### src/include/timer_pkg.sv
package timer_pkg;
  localparam logic [7:0] ADDR_TIMER_CTRL = 8'h00;
  localparam logic [7:0] ADDR_COUNT = 8'h01;
  localparam logic [7:0] ADDR_INT_CTRL = 8'h02;
  localparam logic [7:0] ADDR_SYS_CTRL = 8'h03;
  localparam logic [7:0] ADDR_PORT_DIR = 8'h04;
  localparam logic [7:0] ADDR_PORT_DATA = 8'h05;
  localparam int CTRL_PSC_LSB = 0;
  localparam int CTRL_EDGE_BIT = 3;
  localparam int CTRL_EN_BIT = 4;
  localparam int CTRL_MODE_LSB = 6;
  localparam int INT_EN_BIT = 0;
  localparam int INT_FLAG_BIT = 1;
  localparam int INT_SET_BIT = 2;
  localparam int BUZZ_LO_BIT = 0;
  localparam int BUZZ_HI_BIT = 1;
  localparam logic [1:0] MODE_OFF = 2'h0;
  localparam logic [1:0] MODE_EVENT = 2'h1;
  localparam logic [1:0] MODE_TIMER = 2'h2;
  localparam logic [1:0] MODE_CAPTURE = 2'h3;
  localparam logic [7:0] CTRL_RESET = 8'h00;
  localparam logic [1:0] PORT_DIR_RESET = 2'h3;
  localparam logic [7:0] COUNT_FULL = 8'hFF;
  localparam int SYNC_STAGES = 2;
  typedef enum logic [2:0] {
    CAP_IDLE = 3'b001,
    CAP_ARMED = 3'b010,
    CAP_MEASURE = 3'b100
  } cap_state_e;
endpackage

### src/pin_sync.sv
`timescale 1ns/1ps
`default_nettype none
module pin_sync (
  input wire logic mclk_i,
  input wire logic rst_n_i,
  input wire logic async_i,
  output logic sync_o
);
  logic meta_r;

  // The first stage is seen by the second stage alone, to keep metastability contained.
  always_ff @(posedge mclk_i) begin
    if (!rst_n_i) begin
      meta_r <= 1'b0;
      sync_o <= 1'b0;
    end else begin
      meta_r <= async_i;
      sync_o <= meta_r;
    end
  end
endmodule
`default_nettype wire

### src/timer_event_counter_buzzer.sv
// Added by the designer: the register addresses and strobed register access.
`timescale 1ns/1ps
`default_nettype none
module timer_event_counter_buzzer (
  input wire logic mclk_i,
  input wire logic rst_n_i,
  input wire logic [7:0] addr_i,
  input wire logic [7:0] wdata_i,
  input wire logic wr_i,
  input wire logic rd_i,
  output logic [7:0] rdata_o,
  input wire logic tmr_pin_i,
  input wire logic powerdown_i,
  output logic irq_o,
  output logic wake_o,
  output logic port_data_bit_zero_o,
  output logic port_data_bit_zero_oe_o,
  output logic port_data_bit_one_o,
  output logic port_data_bit_one_oe_o
);
  ////////////////////////////////////////////////////////////////////////////
  logic [7:0] ctrl_r;
  logic [7:0] ctrl_nxt;
  logic [7:0] count_r;
  logic [7:0] count_nxt;
  logic [7:0] preload_r;
  logic int_en_r;
  logic flag_r;
  logic flag_nxt;
  logic [1:0] sys_ctrl_r;
  logic [1:0] port_direction_reg_r;
  logic [1:0] port_data_r;
  logic [6:0] psc_r;
  logic pin_sync;
  logic pin_prev_r;
  logic buzzer_out_r;
  timer_pkg::cap_state_e cap_r;
  timer_pkg::cap_state_e cap_nxt;

  pin_sync u_pin_sync (
    .mclk_i(mclk_i),
    .rst_n_i(rst_n_i),
    .async_i(tmr_pin_i),
    .sync_o(pin_sync)
  );

  ////////////////////////////////////////////////////////////////////////////
  function automatic logic hit(input logic [7:0] a, input logic [7:0] target);
    hit = (a == target);
  endfunction

  wire wr_ctrl = wr_i && hit(addr_i, timer_pkg::ADDR_TIMER_CTRL);
  wire wr_count = wr_i && hit(addr_i, timer_pkg::ADDR_COUNT);
  wire rd_count = rd_i && hit(addr_i, timer_pkg::ADDR_COUNT);
  wire wr_int = wr_i && hit(addr_i, timer_pkg::ADDR_INT_CTRL);
  wire wr_sys = wr_i && hit(addr_i, timer_pkg::ADDR_SYS_CTRL);
  wire wr_dir = wr_i && hit(addr_i, timer_pkg::ADDR_PORT_DIR);
  wire wr_data = wr_i && hit(addr_i, timer_pkg::ADDR_PORT_DATA);

  wire [2:0] psc_sel = ctrl_r[timer_pkg::CTRL_PSC_LSB +: 3];
  wire active_hi = ctrl_r[timer_pkg::CTRL_EDGE_BIT];
  wire enabled = ctrl_r[timer_pkg::CTRL_EN_BIT];
  wire [1:0] mode = ctrl_r[timer_pkg::CTRL_MODE_LSB +: 2];
  wire buzzer_enable_lo = sys_ctrl_r[timer_pkg::BUZZ_LO_BIT];
  wire buzzer_enable_hi = sys_ctrl_r[timer_pkg::BUZZ_HI_BIT];

  // Prescaled tick: divide by 2 to the power of the select field; select 0 ticks every clock.
  // The prescaler runs free, so the first tick after enabling may come early by up to one period.
  function automatic logic psc_tick(input logic [6:0] cnt, input logic [2:0] sel);
    case (sel)
      3'h0: psc_tick = 1'b1;
      3'h1: psc_tick = cnt[0];
      3'h2: psc_tick = &cnt[1:0];
      3'h3: psc_tick = &cnt[2:0];
      3'h4: psc_tick = &cnt[3:0];
      3'h5: psc_tick = &cnt[4:0];
      3'h6: psc_tick = &cnt[5:0];
      default: psc_tick = &cnt[6:0];
    endcase
  endfunction

  wire tick = psc_tick(psc_r, psc_sel);

  wire pin_active = (pin_sync == active_hi);
  wire pin_edge = (pin_sync != pin_prev_r) && pin_active;
  // A count register read or write steals this cycle's count; software accepts a possible lost count.
  wire inhibit = rd_count || wr_count;

  wire adv_timer = (mode == timer_pkg::MODE_TIMER) && tick;
  wire adv_event = (mode == timer_pkg::MODE_EVENT) && pin_edge;
  wire adv_cap = (mode == timer_pkg::MODE_CAPTURE) && (cap_r == timer_pkg::CAP_MEASURE) && pin_active && tick;
  wire advance = enabled && !inhibit && (adv_timer || adv_event || adv_cap);
  wire overflow = advance && (count_r == timer_pkg::COUNT_FULL);
  wire cap_done = (mode == timer_pkg::MODE_CAPTURE) && (cap_r == timer_pkg::CAP_MEASURE) && !pin_active;

  ////////////////////////////////////////////////////////////////////////////
  // Capture arms on enable, waits for the active edge, then counts until the pin falls back to idle.
  always_comb begin
    cap_nxt = cap_r;
    case (cap_r)
      timer_pkg::CAP_IDLE: begin
        if (enabled && mode == timer_pkg::MODE_CAPTURE) begin
          cap_nxt = timer_pkg::CAP_ARMED;
        end
      end
      timer_pkg::CAP_ARMED: begin
        if (!enabled || mode != timer_pkg::MODE_CAPTURE) begin
          cap_nxt = timer_pkg::CAP_IDLE;
        end else if (pin_edge) begin
          cap_nxt = timer_pkg::CAP_MEASURE;
        end
      end
      timer_pkg::CAP_MEASURE: begin
        if (!enabled || cap_done) begin
          cap_nxt = timer_pkg::CAP_IDLE;
        end
      end
      default: cap_nxt = timer_pkg::CAP_IDLE;
    endcase
  end

  always_comb begin
    ctrl_nxt = wr_ctrl ? wdata_i : ctrl_r;
    if (cap_done) begin
      ctrl_nxt[timer_pkg::CTRL_EN_BIT] = 1'b0;
    end
  end

  always_comb begin
    count_nxt = count_r;
    if (wr_count && !enabled) begin
      count_nxt = wdata_i;
    end else if (overflow) begin
      count_nxt = preload_r;
    end else if (advance) begin
      count_nxt = count_r + 8'h01;
    end
  end

  // A new overflow beats a simultaneous write-one clear so no event is lost.
  always_comb begin
    flag_nxt = flag_r;
    if (wr_int && wdata_i[timer_pkg::INT_FLAG_BIT]) begin
      flag_nxt = 1'b0;
    end
    if (wr_int && wdata_i[timer_pkg::INT_SET_BIT]) begin
      flag_nxt = 1'b1;
    end
    if (overflow) begin
      flag_nxt = 1'b1;
    end
  end

  // The interrupt follows the enable as written, so clearing the enable leaves no stray pulse.
  wire int_en_nxt = wr_int ? wdata_i[timer_pkg::INT_EN_BIT] : int_en_r;

  wire buzz_next = overflow ? ~buzzer_out_r : buzzer_out_r;
  // Pin zero's data bit switches the buzzer pair; pin one's data bit plays no part while buzzing.
  wire buzz_on = port_data_r[0];
  wire pin_zero_val = buzzer_enable_lo ? (buzz_on & buzz_next) : port_data_r[0];
  wire pin_one_val = buzzer_enable_hi ? (buzz_on & ~buzz_next) : port_data_r[1];
  // A direction bit of one makes the pin an input, so the drive enable is its inverse.
  wire pin_zero_drive = ~port_direction_reg_r[0];
  wire pin_one_drive = ~port_direction_reg_r[1];

  function automatic logic [7:0] read_select(
    input logic [7:0] a,
    input logic [7:0] ctrl,
    input logic [7:0] count,
    input logic [7:0] int_ctrl,
    input logic [7:0] sys_ctrl,
    input logic [7:0] dir,
    input logic [7:0] data
  );
    if (hit(a, timer_pkg::ADDR_TIMER_CTRL)) begin
      read_select = ctrl;
    end else if (hit(a, timer_pkg::ADDR_COUNT)) begin
      read_select = count;
    end else if (hit(a, timer_pkg::ADDR_INT_CTRL)) begin
      read_select = int_ctrl;
    end else if (hit(a, timer_pkg::ADDR_SYS_CTRL)) begin
      read_select = sys_ctrl;
    end else if (hit(a, timer_pkg::ADDR_PORT_DIR)) begin
      read_select = dir;
    end else if (hit(a, timer_pkg::ADDR_PORT_DATA)) begin
      read_select = data;
    end else begin
      // Unmapped addresses read as zero.
      read_select = 8'h00;
    end
  endfunction

  wire [7:0] rd_mux = read_select(addr_i, ctrl_r, count_r, {6'h00, flag_r, int_en_r}, {6'h00, sys_ctrl_r},
    {6'h00, port_direction_reg_r}, {6'h00, port_data_r});

  ////////////////////////////////////////////////////////////////////////////
  // Count and preload are data, deliberately left without reset.
  always_ff @(posedge mclk_i) begin
    count_r <= count_nxt;
  end

  always_ff @(posedge mclk_i) begin
    if (wr_count) begin
      preload_r <= wdata_i;
    end
  end

  always_ff @(posedge mclk_i) begin
    if (!rst_n_i) begin
      ctrl_r <= timer_pkg::CTRL_RESET;
    end else begin
      ctrl_r <= ctrl_nxt;
    end
  end

  always_ff @(posedge mclk_i) begin
    if (!rst_n_i) begin
      cap_r <= timer_pkg::CAP_IDLE;
    end else begin
      cap_r <= cap_nxt;
    end
  end

  always_ff @(posedge mclk_i) begin
    if (!rst_n_i) begin
      psc_r <= 7'h00;
      pin_prev_r <= 1'b0;
    end else begin
      psc_r <= psc_r + 7'h01;
      pin_prev_r <= pin_sync;
    end
  end

  always_ff @(posedge mclk_i) begin
    if (!rst_n_i) begin
      int_en_r <= 1'b0;
      flag_r <= 1'b0;
    end else begin
      int_en_r <= int_en_nxt;
      flag_r <= flag_nxt;
    end
  end

  always_ff @(posedge mclk_i) begin
    if (!rst_n_i) begin
      sys_ctrl_r <= 2'h0;
    end else if (wr_sys) begin
      sys_ctrl_r <= wdata_i[1:0];
    end
  end

  always_ff @(posedge mclk_i) begin
    if (!rst_n_i) begin
      port_direction_reg_r <= timer_pkg::PORT_DIR_RESET;
    end else if (wr_dir) begin
      port_direction_reg_r <= wdata_i[1:0];
    end
  end

  always_ff @(posedge mclk_i) begin
    if (!rst_n_i) begin
      port_data_r <= 2'h0;
    end else if (wr_data) begin
      port_data_r <= wdata_i[1:0];
    end
  end

  always_ff @(posedge mclk_i) begin
    if (!rst_n_i) begin
      buzzer_out_r <= 1'b0;
    end else begin
      buzzer_out_r <= buzz_next;
    end
  end

  ////////////////////////////////////////////////////////////////////////////
  always_ff @(posedge mclk_i) begin
    if (!rst_n_i) begin
      rdata_o <= 8'h00;
      irq_o <= 1'b0;
      wake_o <= 1'b0;
    end else begin
      rdata_o <= rd_i ? rd_mux : 8'h00;
      irq_o <= flag_nxt && int_en_nxt;
      wake_o <= overflow && powerdown_i && !flag_r;
    end
  end

  // Each pin's value and drive enable change on the same edge, so the load never sees a half-updated pin.
  always_ff @(posedge mclk_i) begin
    if (!rst_n_i) begin
      port_data_bit_zero_o <= 1'b0;
      port_data_bit_zero_oe_o <= 1'b0;
    end else begin
      port_data_bit_zero_o <= pin_zero_val;
      port_data_bit_zero_oe_o <= pin_zero_drive;
    end
  end

  always_ff @(posedge mclk_i) begin
    if (!rst_n_i) begin
      port_data_bit_one_o <= 1'b0;
      port_data_bit_one_oe_o <= 1'b0;
    end else begin
      port_data_bit_one_o <= pin_one_val;
      port_data_bit_one_oe_o <= pin_one_drive;
    end
  end
endmodule
`default_nettype wire

### config.mk
export PLATFORM = sky130hd
export DESIGN_NAME = timer_event_counter_buzzer
export DESIGN_NICKNAME = d
export VERILOG_FILES = /design/src/include/timer_pkg.sv /design/src/pin_sync.sv /design/src/timer_event_counter_buzzer.sv
export SDC_FILE = /design/constraint.sdc
export NUM_CORES = 1
export LEC_CHECK = 0
export BUFFER_PORTS_ARGS = -buffer_cell sky130_fd_sc_hd__clkbuf_2
export CAP_MARGIN = 20
export CORE_UTILIZATION = 50
export CTS_CLUSTER_DIAMETER = 150
export DETAILED_ROUTE_END_ITERATION = 7
export HOLD_SLACK_MARGIN = 0.15
export PLACE_DENSITY = 0.79
export SETUP_SLACK_MARGIN = 0.3
export SLEW_MARGIN = 20
export SYNTH_ARGS = -nofsm -noshare
export SYNTH_HDL_FRONTEND = slang
export SYNTH_SLANG_ARGS = --single-unit
### constraint.sdc
create_clock -name mclk_i -period 3.1 [get_ports mclk_i]
set_input_delay 0.31 -clock mclk_i [delete_from_list [all_inputs] [get_ports mclk_i]]
set_output_delay 0.31 -clock mclk_i [all_outputs]
set_load 0.05 [all_outputs]
Yosys cells after proc, flatten, opt, wreduce, memory -nomap -nowiden
Cells that the tools add are included.
Word-level totals
  output and inout port bits: 14
  register bits: 60
Cells by class
  equal/unequal tests: 24
  multiplexer cells: 22
  add/sub/neg operators: 2
  reduce and logical (&&, ||, !) cells: 45
  bitwise operators: 7
Operators with widths (number)
  8-bit 2-to-1 mux: 5
  1-bit logical AND: 24
  8-bit by 2-bit equality test with 1-bit output (second input constant): 2
  8-bit by 3-bit equality test with 1-bit output (second input constant): 2
  3-bit equality test (second input constant): 4
  3-bit 2-to-1 mux: 4
  3-bit by 2-bit equality test with 1-bit output (second input constant): 3
  3-bit case mux with 3 select lines: 1
  8-bit by 1-bit adder with 8-bit output (second input constant): 1
  8-bit by 1-bit equality test with 1-bit output (second input constant): 1
  8-bit equality test (second input constant): 1
  8-bit zero test: 1
  2-bit 2-to-1 mux: 4
  7-bit by 1-bit adder with 7-bit output (second input constant): 1
  1-bit 2-to-1 mux: 7
  1-bit case mux with 7 select lines: 1
  7-bit AND reduction: 1
  3-bit by 1-bit equality test with 1-bit output (second input constant): 2
  3-bit AND reduction: 2
  6-bit AND reduction: 1
  1-bit logical OR: 5
  1-bit NOT: 5
  5-bit AND reduction: 1
  2-bit equality test (second input constant): 2
  other kinds (13): 19

Depth between registers and ports, before layout
  depth after elaboration: 11
  mapped depth: 11
  depth with buffers taken out: 10

By module
A second synthesis with hierarchy kept.
Second synthesis, totals
  cells, all modules: 274
  area total of the unflattened synthesis: 2708.8 um2
Modules (own cells, without submodules)
  timer_event_counter_buzzer: instances 1, sequential area each 1321.3 um2, area an instance 2656.3 um2, cells an instance 270
  pin_sync: instances 1, sequential area each 40.0 um2, area an instance 52.6 um2, cells an instance 4

Least setup slack after synthesis
OpenSTA, ideal clock, no wires.
  path type: reg-to-reg
  from: reg psc_r[0]
  to: reg count_r[1], data pin
  cell stages (with the launch flop): 12
  arrival: 2.144 ns
  slack: 0.699 ns
  required time: 2.843 ns
  period minus slack after synthesis: 2.401 ns
  setup time: 0.257 ns
  path through: dfxtp_1 > ha_1 > nand3_1 > inv_1 > ha_1 > mux4_1 > and2_1 > o2111ai_2 > a211oi_4 > buf_6 > mux2i_1 > o21ai_1
On the way
  word-level cells in the longest chain between the ends: 9
Ends and longest elaborated chain
  from (decl): RTL line timer_event_counter_buzzer.sv:33  | logic [6:0] psc_r;
  from (signal assigned): RTL line timer_event_counter_buzzer.sv:229  | psc_r <= psc_r + 7'h01;
  7-bit AND reduction (tied with other cells): RTL line timer_event_counter_buzzer.sv:78  | default: psc_tick = &cnt[6:0];
  1-bit case mux with 7 select lines (*): RTL line timer_event_counter_buzzer.sv:70  | case (sel)
  1-bit logical AND: RTL line timer_event_counter_buzzer.sv:89  | wire adv_timer = (mode == timer_pkg::MODE_TIMER) && tick;
  1-bit logical OR: RTL line timer_event_counter_buzzer.sv:92  | wire advance = enabled && !inhibit && (adv_timer || adv_event || adv_cap);
  1-bit logical OR (*): RTL line timer_event_counter_buzzer.sv:92
  1-bit logical AND (*): RTL line timer_event_counter_buzzer.sv:92
  1-bit logical AND (*): RTL line timer_event_counter_buzzer.sv:93  | wire overflow = advance && (count_r == timer_pkg::COUNT_FULL);
  8-bit 2-to-1 mux (*): RTL line timer_event_counter_buzzer.sv:133  | end else if (overflow) begin
  8-bit 2-to-1 mux (*): RTL line timer_event_counter_buzzer.sv:131  | if (wr_count && !enabled) begin
  named net count_nxt[1]: RTL line timer_event_counter_buzzer.sv:25  | logic [7:0] count_nxt;
  to (signal assigned): RTL line timer_event_counter_buzzer.sv:199  | count_r <= count_nxt;
  to (decl): RTL line timer_event_counter_buzzer.sv:24  | logic [7:0] count_r;
Mark *: on every way through the listed nets, which the timed path passes. The rest lies on a longest branch.
A chain may end at the register's enable or synchronous reset.

Final worst setup path
  from: reg psc_r[0]
  to: reg count_r[7], enable pin
On the way
  word-level cells in the longest chain between the ends: 8
Ends and longest elaborated chain (RTL line)
  7-bit AND reduction (tied with other cells): timer_event_counter_buzzer.sv:78
  1-bit case mux with 7 select lines (*): timer_event_counter_buzzer.sv:70
  1-bit logical AND: timer_event_counter_buzzer.sv:89
  1-bit logical OR: timer_event_counter_buzzer.sv:92
  1-bit logical OR (*): timer_event_counter_buzzer.sv:92
  1-bit logical AND (*): timer_event_counter_buzzer.sv:92
  1-bit logical AND: timer_event_counter_buzzer.sv:93
  3-bit nonzero test (no source line) (*)
Mark *: on every way between the ends. The rest lies on a longest branch, timed or not.

==> summary.md <==
| Metric | Value |
|---|---|
| Run status | completed |
| Layout Skew | 4.544 ps |
| Synth-to-layout area growth | 16.12% |
| Hold crit path type | input port to register |
| WS Path Type | register to register |
| Maximum clock frequency | 382.0 MHz |
| Area contributors post-synth | dfxtp_1 (32%), edfxtp_1 (17%), mux2i_1 (5.4%), nand2_1 (3.8%), nor2b_1 (2.9%) |
| Sequential Area | 1361 um^2 |
| Clock sink total | 60 |
| Yosys Warn Count | 0 |
| Worst skew pair latency | roughly 340 ps |
| Hpwl dp | 4.055 mm |
| Final WS setup | 482.3 ps |
| Adder-cell share of the synthesized area | 2.264% |
| Slowest CP cell | mux4_1 |
| DRC | 0 |
| Post-synth ARST share | 0% |
| Num CTS Buffers | 9 |
| First DRT Iteration DRCs | 133 |
| Mapped Nets | 296 |
| Cell with the most instances after synthesis | dfxtp_1 |
| H-tree Lvls | 3 |
| Largest net degree at the start of global routing | 39 |
| Worst-margin pin slew | 609.7 ps |
| Yosys top cell area share | between 30% and 40% |
| Die ar. | 5826 um^2 |
| Commonest cells post-synth | dfxtp_1 (44), nand2_1 (28), edfxtp_1 (16) |
| Antenna Cells | 0 |
| Core area | 5205 um^2 |
| Post-Synth Simple-Gate Area | 24.59% |
| Peak supply drop | 260.3 uV |
| CTS tree | done |
| Routed Antenna Nets | 0 |
| PD cells | between 400 and 500 nW/um^2 |
| DR pass1 iterations | 4 |
| Compound-Gate Fraction of Synth Area | 11.68% |
| Fin crit share | 84.44% |
| Worst slack, placed | 415.7 ps |
| Final min period | 2618 ps |
| Max_slew headroom | 59.35% |
| Distinct cells, synth | 52 |
| First-pass GRT wire length | 9.508 mm |
| Mux contribution to synthesized area | 6.386% |
| Share of layout cells above drive strength 1 | 19.55% |
| Die H | roughly 76 um |
| Slowest stage delay, CP | 460 ps |
| Crit path arrival time | 2620 ps |
| # fillers | 471 |
| Initial antenna violation count | 0 |
| Worst path top cell family by delay | simple AND/OR/NAND/NOR gates |
| Final Max Tran Viols | 0 |
| Setup TNS | 0 ps |
| Worst Setup Start Kind | register |
| Congestion Overflow GR | 0 |
| Crit path required time | 3110 ps |
| Clock Tree Buf Depth | 2 |
| Initial Util | about 53% |
| Synth Area per Inst | 10.27 um^2 |
| Post-Route WL | 5.909 mm |
| Yosys reg bits | 60 |
| Post-Syn Area | roughly 2800 um^2 |
| Nets | 334 |
| DR vias | 2128 |
| Cell Chain, Critical Path | ha_1 > nand3_1 > inv_1 > ha_1 > mux4_1 > and2_1 > o2111ai_4 > a211oi_1 > nand2b_1 |
| Crit end category | register |
| Number of global-route vias before repair | 2034 |
| GPL Wtd Cong | 0.7746 |
| Crit Path Max Fanout | 8 |
| Vias/cell | 5.571 |
| Post-synth EDFFs | 16 |
| Static leakage | 0.001168 uW |
| Main combinational cell family by area after synthesis | simple AND/OR/NAND/NOR gates |
| WL/cell | 15.47 um |
| Unrepaired setup endpoints after global routing | no |
| # IOs | 36 |
| Buf+Inv Stages, Crit Path | 1 |
| Die width | 76.33 um |
| Cells after Synth | between 200 and 300 |
| Post-synthesis sequential area ratio | approximately half |
| Most frequent CP cell | ha_1 |
| Post-Synth XOR/XNOR Area | 3.170% |
| Final Hold Fails | 0 |
| Area occupied by multi-input gates | 1353 um^2 |
| Top_reg_cell synth | dfxtp_1 |
| Total of max-cap violations | 0 |
| Total GRT Usage | a little over a fifth |
| CTS root buffer | clkbuf_8 |
| Area leader, netlist | dfxtp_1 |
| Port Buffers | 35 |
| CTS clk-pin slew, worst paths | 60 ps |
| Final setup vio count | 0 |
| FP Rows | 26 |
state kept, by name, indices dropped and copies added (netlist names), 2 cells and up:
name / flops
ctrl_r: 8
psc_r: 7
port_direction_reg_r: 2
count_r: 8
port_data_r: 2
sys_ctrl_r: 2
cap_r: 3
rdata_o: 8
preload_r: 8
layout by cell type (no fill, tap or decap), types with 4 or more instances in the layout:
master,netlist,final
edfxtp_1,16,16
a21boi_0,8,8
a21oi_1,8,8
nor2_1,15,15
nand3_1,15,15
nor2b_1,13,13
nand2_1,28,28
xnor2_1,7,7
dfxtp_1,44,44
mux2i_1,15,15
and2_1,10,10
o21ai_0,8,8
clkbuf_2,0,35
a22oi_1,6,6
inv_1,4,4
ha_1,5,5
clkbuf_8,0,12
o21ai_1,4,4
layer usage:
metal	vias to the layer above	share of wire [%]	track usage [%]
met5	-	0	0
met1	1012	45	26.91
met2	57	47	33.51
met4	0	2.3	9.615
met3	14	5.7	6.946
li1	1045	-	-
layout make-up:
class                           count  area share [%]
Sequential cell                    60           42.43
Multi-Input combinational cell    195           42.16
Clock buffer                       16           6.279
Timing Repair Buffer               37           5.928
Tap cell                           70           2.730
Inverter                            4          0.4680
final timing paths:
path / endpoint / slack [ps] / start / depth (start not counted)
max: count_r[7] / 480 / psc_r[0] / 9
min: u_pin_sync.meta_r / 190 / tmr_pin_i / 2
max reg2reg: count_r[7] / 480 / psc_r[0] / 9
min reg2reg: port_data_bit_zero_oe_o / 440 / port_direction_reg_r[0] / 1
cell families (layout without fill, tap and decap cells):
kind of cell	count (synthesis)	after routing
flip-flops	60	60
multiplexers	16	16
adder cells (fa/ha/maj)	5	5
AND/OR/NAND/NOR	116	116
AO/OA/AOI/OAI	47	48
XOR/XNOR	10	10
buffers and inverters	15	57
per-stage QoR:
step                total power, uW  util (%)  instance area (um^2)  cells  hold slack, ps
finish                         1575     61.63                  3208    382           185.9
floorplan                     861.0         -                  2763    269           408.9
global placement              889.0     57.16                  2975    364           417.9
detailed placement            890.8     57.16                  2975    364           429.1
global route                   1626     61.63                  3208    382           180.2
CTS                            1580     61.03                  3177    380           179.0
report_power, final:
| part | internal (uW) | switching [uW] |
|---|---|---|
| clock network | 406 | 296 |
| logic | 25.2 | 36.3 |
| registers | 807 | 4.81 |
repair_timing:
action                                  in CTS  in global routing
endpoints found under the setup margin       0                  5
setup buffers                                0                  1
gates resized for setup                      0                  1
hold buffers                                 0                  0
Power figures use the tool's default switching activity.
